--- config.mk ---
export PLATFORM = sky130hd
export DESIGN_NAME = nvsq_host
export DESIGN_NICKNAME = d
export VERILOG_FILES = /design/src/rtl/nvsq_pkg.sv /design/src/rtl/nvsq_timer.sv /design/src/rtl/nvsq_host.sv
export SDC_FILE = /design/constraint.sdc
export NUM_CORES = 1
export LEC_CHECK = 0
export BUFFER_PORTS_ARGS = -buffer_cell sky130_fd_sc_hd__buf_2
export CAP_MARGIN = 20
export CORE_ASPECT_RATIO = 1.1
export CORE_MARGIN = 10
export CORE_UTILIZATION = 44
export CTS_BUF_LIST = sky130_fd_sc_hd__clkbuf_4
export CTS_CLUSTER_SIZE = 28
export DETAILED_ROUTE_END_ITERATION = 8
export GPL_TIMING_DRIVEN = 0
export SETUP_SLACK_MARGIN = 0.02
export SYNTH_ARGS = -nofsm -noshare
export SYNTH_HDL_FRONTEND = slang
export SYNTH_HIERARCHICAL = 1
export SYNTH_SLANG_ARGS = --single-unit
--- constraint.sdc ---
create_clock -name clk_sys -period 5.7 [get_ports clk_sys]
set_clock_uncertainty 0.2 [all_clocks]
set_input_delay 0.57 -clock clk_sys [delete_from_list [all_inputs] [get_ports clk_sys]]
set_output_delay 0.57 -clock clk_sys [all_outputs]
set_load 0.02 [all_outputs]
--- src/rtl/nvsq_pkg.sv ---
package nvsq_pkg;
   // ****************************************
   // pin widths and magic addresses
   // ****************************************
   localparam int ADDR_W = 11;
   localparam int DATA_W = 8;
   localparam logic [10:0] SEQ_A0 = 11'h000;
   localparam logic [10:0] SEQ_A1 = 11'h555;
   localparam logic [10:0] SEQ_A2 = 11'h2aa;
   localparam logic [10:0] SEQ_A3 = 11'h7ff;
   localparam logic [10:0] SEQ_A4 = 11'h0f0;
   localparam logic [10:0] SEQ_SAVE = 11'h70f;
   localparam logic [10:0] SEQ_LOAD = 11'h70e;
   localparam int SEQ_LEN = 6;
   // ****************************************
   // timing, clk_sys at 50 mhz
   // ****************************************
   localparam int CLK_MHZ = 50;
   localparam int CLK_NS = 20;
   localparam int CYCLE_NS = 45;
   localparam int SAVE_US = 10000;
   localparam int LOAD_US = 20;
   localparam int BOOT_US = 550;
   // least times round up
   localparam int CYCLE_CLKS = (CYCLE_NS + CLK_NS - 1) / CLK_NS;
   localparam int PULSE_CLKS = CYCLE_CLKS;
   localparam int SAVE_CLKS = SAVE_US * CLK_MHZ;
   localparam int LOAD_CLKS = LOAD_US * CLK_MHZ;
   localparam int BOOT_CLKS = BOOT_US * CLK_MHZ;
   localparam int CNT_W = 20;
   // ****************************************
   // user commands
   // ****************************************
   typedef enum logic [1:0] {
      nvsq_cmd_read,
      nvsq_cmd_write,
      nvsq_cmd_save,
      nvsq_cmd_load
   } nvsq_cmd_e;
endpackage

--- src/rtl/nvsq_timer.sv ---
`timescale 1ns/1ps
module nvsq_timer #(
   parameter int CNT_W = 20
) (
   input wire logic clk_sys, // system clock
   input wire logic rst, // async reset
   input wire logic load, // start pulse
   input wire logic [CNT_W-1:0] count, // cycles to wait
   output logic done // high when idle
);
   logic [CNT_W-1:0] cnt_ff;
   always_ff @(posedge clk_sys or posedge rst) begin
      if (rst) begin
         cnt_ff <= '0;
      end else if (load) begin
         cnt_ff <= count;
      end else if (cnt_ff != '0) begin
         cnt_ff <= cnt_ff - 1'b1;
      end
   end
   assign done = (cnt_ff == '0) && !load;
endmodule // nvsq_timer

--- src/rtl/nvsq_host.sv ---
`timescale 1ns/1ps
// What this block does
// - update_n is driven high for every read and low for every write.
// - a save is six cs_n reads at 000, 555, 2aa, 7ff, 0f0 and 70f in that order.
// - a load is six cs_n reads at 000, 555, 2aa, 7ff, 0f0 and 70e in that order.
// - update_n stays high across all six sequence accesses.
// - each sequence access is a cs_n low pulse, not an address change alone.
// - each sequence access lasts at least the slowest grade's cycle time.
// - nothing else is issued between sequence accesses, so no abort occurs.
module nvsq_host #(
   parameter int SAVE_CLKS = nvsq_pkg::SAVE_CLKS, // save wait in cycles
   parameter int BOOT_CLKS = nvsq_pkg::BOOT_CLKS // power-up wait in cycles
) (
   input wire logic clk_sys, // 50 mhz clock
   input wire logic rst, // async reset, high
   input wire logic req_valid, // command request
   input wire logic [1:0] req_cmd, // nvsq_cmd_e code
   input wire logic [10:0] req_addr, // byte address
   input wire logic [7:0] req_wdata, // write data
   input wire logic supply_ok, // supply above trip level
   output logic req_ready, // may take a request
   output logic rsp_valid, // read data pulse
   output logic [7:0] rsp_rdata, // read data
   output logic busy, // device unreachable
   output logic save_refused, // save dropped, low supply
   output logic cs_n, // chip select, low
   output logic update_n, // write strobe, low
   output logic oe_n, // output gate, low
   output logic [10:0] addr, // address pins
   output logic [7:0] dq_o, // data out
   output logic dq_oe, // data drive enable
   input wire logic [7:0] dq_i // data in
);
   // ****************************************
   // checks and sync
   // ****************************************
   // refused at elaboration: save, power-up or load wait counts the timer cannot hold
   if (SAVE_CLKS >= (1 << nvsq_pkg::CNT_W) || BOOT_CLKS >= (1 << nvsq_pkg::CNT_W) ||
      nvsq_pkg::LOAD_CLKS >= (1 << nvsq_pkg::CNT_W)) begin : g_bad_wait
      $error("wait count too wide for timer");
   end
   // a zero pulse count would never drop cs_n
   if (nvsq_pkg::PULSE_CLKS < 1 || nvsq_pkg::PULSE_CLKS > 15) begin : g_bad_pulse
      $error("pulse count outside tick counter range");
   end

   logic [7:0] dq_s1_ff, dq_s2_ff;
   logic sup_s1_ff, sup_s2_ff;
   always_ff @(posedge clk_sys or posedge rst) begin
      if (rst) begin
         dq_s1_ff <= 8'h00;
         dq_s2_ff <= 8'h00;
         sup_s1_ff <= 1'b0;
         sup_s2_ff <= 1'b0;
      end else begin
         dq_s1_ff <= dq_i;
         dq_s2_ff <= dq_s1_ff;
         sup_s1_ff <= supply_ok;
         sup_s2_ff <= sup_s1_ff;
      end
   end

   // ****************************************
   // state machine
   // ****************************************
   typedef enum logic [2:0] {
      nvsq_boot, nvsq_idle, nvsq_setup, nvsq_pulse, nvsq_gap, nvsq_wait
   } nvsq_state_e;

   nvsq_state_e state_ff;
   logic [3:0] tick_ff;
   logic [2:0] step_ff;
   logic [1:0] cmd_ff;
   logic [10:0] last_ff;
   logic tim_load;
   logic [nvsq_pkg::CNT_W-1:0] tim_count;
   logic tim_done;
   logic boot_go_ff;

   nvsq_timer #(.CNT_W(nvsq_pkg::CNT_W)) u_timer (
      .clk_sys(clk_sys),
      .rst(rst),
      .load(tim_load),
      .count(tim_count),
      .done(tim_done)
   );

   localparam logic [1:0] nvsq_cmd_write_c = 2'(nvsq_pkg::nvsq_cmd_write);
   localparam logic [1:0] nvsq_cmd_save_c = 2'(nvsq_pkg::nvsq_cmd_save);
   localparam logic [1:0] nvsq_cmd_load_c = 2'(nvsq_pkg::nvsq_cmd_load);
   localparam logic [3:0] PULSE_T = 4'(nvsq_pkg::PULSE_CLKS);
   wire seq_cmd = (cmd_ff == nvsq_cmd_save_c) || (cmd_ff == nvsq_cmd_load_c);

   // sequence address for the current step
   function automatic logic [10:0] seq_addr(input logic [2:0] s, input logic [10:0] last);
      case (s)
         3'h0: seq_addr = nvsq_pkg::SEQ_A0;
         3'h1: seq_addr = nvsq_pkg::SEQ_A1;
         3'h2: seq_addr = nvsq_pkg::SEQ_A2;
         3'h3: seq_addr = nvsq_pkg::SEQ_A3;
         3'h4: seq_addr = nvsq_pkg::SEQ_A4;
         default: seq_addr = last;
      endcase
   endfunction

   wire accept = (state_ff == nvsq_idle) && req_valid;
   // save refused on low supply
   wire refuse = accept && (req_cmd == nvsq_cmd_save_c) && !sup_s2_ff;
   // timer load: power-up wait after reset, save or load wait after the sixth sequence access
   assign tim_load = boot_go_ff ||
      ((state_ff == nvsq_gap) && (tick_ff == 4'h0) && seq_cmd && (step_ff == 3'(nvsq_pkg::SEQ_LEN - 1)));
   assign tim_count = boot_go_ff ? nvsq_pkg::CNT_W'(BOOT_CLKS) :
      (cmd_ff == nvsq_cmd_save_c) ? nvsq_pkg::CNT_W'(SAVE_CLKS) :
      nvsq_pkg::CNT_W'(nvsq_pkg::LOAD_CLKS);

   always_ff @(posedge clk_sys or posedge rst) begin
      if (rst) begin
         boot_go_ff <= 1'b1;
      end else begin
         boot_go_ff <= 1'b0;
      end
   end

   always_ff @(posedge clk_sys or posedge rst) begin
      if (rst) begin
         state_ff <= nvsq_boot;
         tick_ff <= 4'h0;
         step_ff <= 3'h0;
         cmd_ff <= 2'h0;
         last_ff <= 11'h000;
      end else begin
         case (state_ff)
            nvsq_boot: begin
               if (!boot_go_ff && tim_done) begin
                  state_ff <= nvsq_idle;
               end
            end
            nvsq_idle: begin
               if (accept && !refuse) begin
                  cmd_ff <= req_cmd;
                  step_ff <= 3'h0;
                  last_ff <= (req_cmd == nvsq_cmd_save_c) ? nvsq_pkg::SEQ_SAVE :
                     (req_cmd == nvsq_cmd_load_c) ? nvsq_pkg::SEQ_LOAD : req_addr;
                  state_ff <= nvsq_setup;
               end
            end
            nvsq_setup: begin
               tick_ff <= PULSE_T;
               state_ff <= nvsq_pulse;
            end
            nvsq_pulse: begin
               if (tick_ff == 4'h0) begin
                  tick_ff <= PULSE_T;
                  state_ff <= nvsq_gap;
               end else begin
                  tick_ff <= tick_ff - 4'h1;
               end
            end
            nvsq_gap: begin
               if (tick_ff != 4'h0) begin
                  tick_ff <= tick_ff - 4'h1;
               end else if (seq_cmd && step_ff != 3'(nvsq_pkg::SEQ_LEN - 1)) begin
                  step_ff <= step_ff + 3'h1;
                  state_ff <= nvsq_setup;
               end else if (seq_cmd) begin
                  state_ff <= nvsq_wait;
               end else begin
                  state_ff <= nvsq_idle;
               end
            end
            nvsq_wait: begin
               if (!tim_load && tim_done) begin
                  state_ff <= nvsq_idle;
               end
            end
            default: state_ff <= nvsq_idle;
         endcase
      end
   end

   // ****************************************
   // pins
   // ****************************************
   wire is_wr = (cmd_ff == nvsq_cmd_write_c);
   always_ff @(posedge clk_sys or posedge rst) begin
      if (rst) begin
         cs_n <= 1'b1;
         update_n <= 1'b1;
         oe_n <= 1'b1;
         addr <= 11'h000;
         dq_o <= 8'h00;
         dq_oe <= 1'b0;
      end else begin
         cs_n <= !(state_ff == nvsq_pulse && tick_ff != 4'h0);
         update_n <= !(is_wr && (state_ff == nvsq_setup || state_ff == nvsq_pulse));
         oe_n <= !(!is_wr && (state_ff == nvsq_setup || state_ff == nvsq_pulse));
         dq_oe <= is_wr && (state_ff == nvsq_setup || state_ff == nvsq_pulse);
         if (state_ff == nvsq_setup) begin
            addr <= seq_cmd ? seq_addr(step_ff, last_ff) : last_ff;
         end
         if (accept) begin
            dq_o <= req_wdata;
         end
      end
   end

   // ****************************************
   // user side
   // ****************************************
   always_ff @(posedge clk_sys or posedge rst) begin
      if (rst) begin
         req_ready <= 1'b0;
         rsp_valid <= 1'b0;
         rsp_rdata <= 8'h00;
         busy <= 1'b1;
         save_refused <= 1'b0;
      end else begin
         req_ready <= (state_ff == nvsq_idle) && !accept;
         busy <= (state_ff == nvsq_boot) || (state_ff == nvsq_wait);
         save_refused <= refuse;
         rsp_valid <= (state_ff == nvsq_gap) && (tick_ff == 4'h0) && !seq_cmd && !is_wr;
         // sequence reads and writes leave the last plain read data in place
         if ((state_ff == nvsq_gap) && (tick_ff == PULSE_T) && !seq_cmd && !is_wr) begin
            rsp_rdata <= dq_s2_ff;
         end
      end
   end
endmodule // nvsq_host

==> impl_results.md, run 1 <==
- Status: complete, no violations
- Unrepaired setup endpoints after global routing: false
- Largest net degree at the start of global routing: 73
- Post-synth EDFFs: 0
- CTS max path bufs: 2
- Core area: 0.00998 mm²
- Setup TNS: 0 ns
- Max Cap Viol: 0
- Critical Path AT: 3.34 ns
- Type of the worst min-delay path: in -> reg
- Gpl congestion: 0.829
- Min Hold Slack: 0.0402 ns
- Final worst-path cycle share: 55.9%
- Clk sinks: 97
- Main synth FF type: dfrtp_1
- Post-synth top area share: 50.6%
- Post-DR wirelength/cell: 15.8 µm
- Final core utilization: 53.0%
- Most common cell after layout, fill and taps aside: dfrtp_1
- Launch point of the worst path: tick_ff[0]$_DFFE_PP0P_
- Area Growth Syn to Fin: 16.4%
- CP Cell Sequence: inv_1, ha_1, nor3b_1, a31o_2, nor4_1, and4_1, buf_4, buf_4, nor2b_1, nor4_1, a311oi_1, a21bo_2
- # diodes: 0
- Sequential group share of total power: 45.9%
- R2r endpoint: state_ff[1]$_DFFE_PP0P_
- Crit path time final: 3.19 ns
- Number of global-route vias before repair: 3513
- CP Launch Type: flop
- Total Routed Length: 10100 µm
- Final ANT Viol Nets: 0
- DRC violations left: 0
- Vias after detailed routing: 3403
- Final net count: 558
- Die width: 117 µm
- Switching share of power: 38.8%
- Required time of the critical path: 5.85 ns
- Seq cells post-synth: 97
- CP endpoint kind: flop
- Area after DPL: 0.00509 mm²
- Final hold violation count: 0
- Synth area leaders: dfrtp_1 (51%), mux2_2 (4.5%), nand2_1 (3.4%)
- Crit Path Max Fanout: 10
- Die area: 0.0148 mm²
- Worst setup path end: state_ff[1]$_DFFE_PP0P_
- Register area share after synthesis: 53.5%
- Final Cell Area: 0.00529 mm²
- Drt pass-1 iters: 4
- GRT Total Usage: 14.7%
- CP Class: reg -> reg
- Leakage power: 2.43 nW
- Initial Utilization: 45.5%
- Slew Limit Fails: 0
- Total grt overflow: 0
- Flop-to-flop setup slack: 2.51 ns
- Clock root buffer: clkbuf_4
- Io pins: 68
- Commonest non-fill, non-tap cells in the layout: dfrtp_1 (92), buf_2 (70), nand2_1 (41)
- Netlist cell types: 69
- Layout cells sized above 1: 29.0%
- Via-to-Cell Ratio: 5.31
- Setup-failing EPs final: 0
- Worst vdd ir: 0.184 mV
- R2r startpoint: tick_ff[0]$_DFFE_PP0P_
- Power, Total: 2.24 mW
- Worst-skew pair later-pin latency: 0.45 ns
- Reg2reg path depth: 12
- Post-synth ARST share: 100%
- First-pass GRT wire length: 17400 µm
- Slowest-stage cell, CP: nor3b_1
- Synthesized cell area: 0.00455 mm²
- P per Cell Area: 424 mW/mm²
- Net Switching: 0.869 mW
- DRT iter0 DRCs: 113
- Max Freq: 314 MHz
- Leading area contributor after synthesis: dfrtp_1
- Worst slew margin: 46.4%
- Synth Instances: 421
- Setup Buffers After CTS: 0
- # port buffers: 67
- Combinational power share: 40.1%
- Die Ht: 127 µm
- Rows: 38
- H-tree levels: 3
- CTS Buf Count: 9
- Initial antenna violation count: 0
- DP HPWL: 7510 µm
- Pint: 1.37 mW
- Clock network fraction of total power: 14.1%
- CTS tree: built
- Worst-path clk slew: 0.14 ns
- Crit path largest cell delay: 0.57 ns
- Synth warn: 6
- Worst-margin pin slew: 0.804 ns
- Synth Area per Inst: 10.8 µm²
-- power groups by stage --
| stage | registers [mW] | logic [mW] | clock network, mW |
|---|---|---|---|
| after floorplan | 1.15 | 0.526 | 0 |
| after global placement | 1.04 | 0.888 | 0 |
| after detailed placement | 1.04 | 0.908 | 0 |
| after CTS | 1.03 | 0.913 | 0.334 |
| after global routing | 1.06 | 1.00 | 0.362 |
| final | 1.03 | 0.898 | 0.315 |
-- kinds of logic after synthesis --
family / count (synthesis) / share of synthesized area [%]
xor gates and xnor gates: 12 / 2.31
muxes: 20 / 4.90
AOI/OAI and AO/OA: 82 / 12.2
DFF: 97 / 53.5
buffers and inverters: 39 / 4.38
and+or+nand+nor: 160 / 20.0
adders and majority gates: 9 / 2.48
other: 2 / 0.165
-- routing by layer --
metal | GRT usage (%) | share of wire, % | vias to the layer above
met3 | 3.06 | 4.1 | 10
met1 | 17.0 | 42 | 1666
met4 | 5.97 | 1.1 | 0
met5 | 0 | 0 | -
li1 | - | - | 1673
met2 | 25.5 | 53 | 54
-- synth_stat cells (3+ instances only) --
cell type,count
nor2_1,37
o22ai_1,4
dfstp_2,5
a21oi_1,19
a311oi_1,3
nand3b_1,5
nand4_1,5
mux2_2,18
o21ai_0,21
buf_2,3
or3b_2,3
nor4_1,8
dfrtp_1,92
nor3_1,8
nand3_1,9
inv_1,17
nor2b_1,6
nor3_2,3
a211o_1,7
xnor2_1,10
and3_2,7
ha_1,9
nand2b_1,5
a31oi_1,3
nand2_1,41
o311ai_0,3
clkbuf_1,9
buf_6,4
buf_4,4
-- how the worst min path moves through the flow --
| stage | start | end | slack, ns | depth (start not counted) |
|---|---|---|---|---|
| global placement | dq_s1_ff[1]$_DFF_PP0_ | dq_s2_ff[1]$_DFF_PP0_ | 0.13 | 0 |
| detailed placement | dq_s1_ff[4]$_DFF_PP0_ | dq_s2_ff[4]$_DFF_PP0_ | 0.14 | 0 |
| CTS | dq_i[4] | dq_s1_ff[4]$_DFF_PP0_ | 0.0002 | 1 |
| finish | dq_i[4] | dq_s1_ff[4]$_DFF_PP0_ | 0.04 | 1 |
| global route | dq_i[4] | dq_s1_ff[4]$_DFF_PP0_ | 0.002 | 1 |
| floorplan | dq_s1_ff[0]$_DFF_PP0_ | dq_s2_ff[0]$_DFF_PP0_ | 0.13 | 0 |
-- metrics by stage --
step | setup WS (ns) | std cells
floorplan | 2.97 | 428
global placement | 2.06 | 615
detailed placement | 2.55 | 616
CTS | 2.52 | 640
global route | 2.22 | 641
finish | 2.51 | 641
-- final cells by class --
class / count / area (µm²)
Buffer: 22 / 135
Clock buffer: 12 / 90.1
Clock inverter: 4 / 21.3
Fill cell: 926 / 4700
Inverter: 17 / 66.3
Multi-Input combinational cell: 292 / 1940
Sequential cell: 97 / 2430
Tap cell: 120 / 150
Timing Repair Buffer: 77 / 453
-- flip-flops by register name (all words and copies together), names as in the netlist, 2 cells and up --
| register | flops |
|---|---|
| addr | 11 |
| cmd_ff | 2 |
| dq_o | 8 |
| dq_s1_ff | 8 |
| dq_s2_ff | 8 |
| last_ff | 11 |
| rsp_rdata | 8 |
| state_ff | 3 |
| step_ff | 3 |
| tick_ff | 4 |
| u_timer/cnt_ff | 20 |
-- what timing repair did --
item / CTS / global route
resized for setup: 0 / 0
hold buffers: 8 / 1
hold endpoints to repair: 12 / 1
-- worst max-delay path, delay by kind of cell, from the launching register on --
| family | cells | cell delay, ns |
|---|---|---|
| simple gates | 5 | 1.17 |
| compound gates | 3 | 0.59 |
| buf+inv | 3 | 0.47 |
| flops | 1 | 0.45 |
| fa+ha+maj | 1 | 0.20 |
No activity file was read; power rests on OpenSTA's default activity.
==> inputs of run 2 (changes only) <==
Settings changed: PLACE_DENSITY from default to 0.67.
Clock period 5.7 ns to 2.7 ns, I/O delays scaled along.
==> impl_results.md, run 2 (synthesized netlist as in run 1, its figures left out) <==
- Clock root buffer: clkbuf_4
- Initial Utilization: 45.5%
- Status: complete, no violations
- Commonest non-fill, non-tap cells in the layout: dfrtp_1 (92), buf_2 (70), nand2_1 (41)
- Crit Path Max Fanout: 5
- # diodes: 0
- Die area: 0.0148 mm²
- Worst slew margin: 48.5%
- CTS tree: built
- Clock network fraction of total power: 13.8%
- Worst-skew pair later-pin latency: 0.43 ns
- Post-DR wirelength/cell: 15.8 µm
- Leakage power: 2.60 nW
- Worst-margin pin slew: 0.771 ns
- Drt pass-1 iters: 4
- Final net count: 594
- Crit path time final: 2.63 ns
- Area Growth Syn to Fin: 25.5%
- Final core utilization: 57.1%
- Area after DPL: 0.00509 mm²
- DRC violations left: 0
- Pint: 2.96 mW
- Type of the worst min-delay path: in -> async
- Setup-failing EPs final: 0
- # port buffers: 67
- Most common cell after layout, fill and taps aside: dfrtp_1
- Required time of the critical path: 2.84 ns
- CP Class: reg -> reg
- Biggest register: u_timer/cnt_ff
- Sequential group share of total power: 44.3%
- Critical Path AT: 2.76 ns
- Power, Total: 4.91 mW
- GRT Total Usage: 14.6%
- Via-to-Cell Ratio: 5.34
- Die Ht: 127 µm
- Max Freq: 381 MHz
- H-tree levels: 3
- Flop-to-flop setup slack: 0.07 ns
- Number of flip-flops in the largest register: 20
- Switching share of power: 39.7%
- Clk sinks: 97
- Slew Limit Fails: 0
- Largest net degree at the start of global routing: 76
- DRT iter0 DRCs: 115
- Total Routed Length: 10700 µm
- Vias after detailed routing: 3615
- Worst vdd ir: 0.351 mV
- CP endpoint kind: flop
- Final hold violation count: 0
- Worst-path clk slew: 0.15 ns
- Final ANT Viol Nets: 0
- DP HPWL: 7420 µm
- Biggest regs: u_timer/cnt_ff x20, addr x11, last_ff x11
- Rows: 38
- Gpl congestion: 0.842
- Layout cells sized above 1: 31.4%
- Net Switching: 1.95 mW
- Total grt overflow: 0
- First-pass GRT wire length: 17800 µm
- Unrepaired setup endpoints after global routing: true
- Final Cell Area: 0.00570 mm²
- Io pins: 68
- CP Launch Type: flop
- Final worst-path cycle share: 97.2%
- Max Cap Viol: 0
- CTS max path bufs: 2
- Core area: 0.00998 mm²
- CTS Buf Count: 9
- Initial antenna violation count: 0
- Combinational power share: 42.0%
- P per Cell Area: 862 mW/mm²
- Die width: 117 µm
- Number of global-route vias before repair: 3655
## run 2: cell type report
cell class	count	area [µm²]
Buffer	22	151
Clock buffer	9	67.6
Timing Repair Buffer	113	786
Fill cell	843	4280
Multi-Input combinational cell	292	2000
Inverter	17	66.3
Sequential cell	97	2430
Tap cell	120	150
Clock inverter	7	45.0
## run 2: path summary, 6_finish.rpt
check                                       startpoint                       endpoint  depth (start not counted)
worst max-delay path            tick_ff[1]$_DFFE_PP0P_        state_ff[1]$_DFFE_PP0P_                         12
worst min register to register   dq_s1_ff[6]$_DFF_PP0_          dq_s2_ff[6]$_DFF_PP0_                          0
worst min-delay path                               rst            sup_s1_ff$_DFF_PP0_                          3
max in group asynchronous                          rst  u_timer/cnt_ff[7]$_DFFE_PP0N_                          3
worst max register to register  tick_ff[1]$_DFFE_PP0P_        state_ff[1]$_DFFE_PP0P_                         12
min in group clk_sys             dq_s1_ff[6]$_DFF_PP0_          dq_s2_ff[6]$_DFF_PP0_                          0
## run 2: metrics by stage
step           TNS (ns)  setup slack [ns]  hold WS (ns)  std cells
2_1_floorplan         0            0.0952        0.0338        428
3_3_place_gp     -40.91            -0.559         0.134        615
3_5_place_dp      -1.22            -0.261       -0.0469        616
4_1_cts         -0.0200           -0.0200        0.0397        670
5_1_grt         -0.0904           -0.0904        0.0106        677
6_report              0            0.0747        0.0403        677
## run 2: worst max-delay path: stages, from the launching register on
cell	delay, ns
dfrtp_1	0.42
inv_2	0.09
ha_4	0.13
nor3b_4	0.28
a31o_2	0.24
nor4_2	0.05
and4_1	0.22
buf_6	0.13
buf_8	0.11
nor2b_4	0.12
nor4_2	0.22
a311oi_1	0.08
a21bo_2	0.23
## run 2: power groups by stage
stage / logic, mW / clock network (mW) / registers, mW
global placement: 1.86 / 0 / 2.18
global route: 2.26 / 0.767 / 2.23
CTS: 2.01 / 0.692 / 2.16
detailed placement: 1.91 / 0 / 2.21
floorplan: 1.11 / 0 / 2.43
finish: 2.06 / 0.676 / 2.17
## run 2: timing repair
action | CTS | global route
hold buffers | 34 | 0
setup buffers | 4 | 7
hold endpoints to repair | 124 | 0
endpoints found under the setup margin | 21 | 17
pin swaps | 1 | 7
gates resized for setup | 11 | 11
## run 2: per-layer routing
| layer | GRT usage (%) | part of all wire (%) |
|---|---|---|
| met3 | 2.78 | 3.8 |
| met1 | 18.1 | 43 |
| met2 | 25.1 | 52 |
| met4 | 4.29 | 1.2 |
| met5 | 0 | 0 |
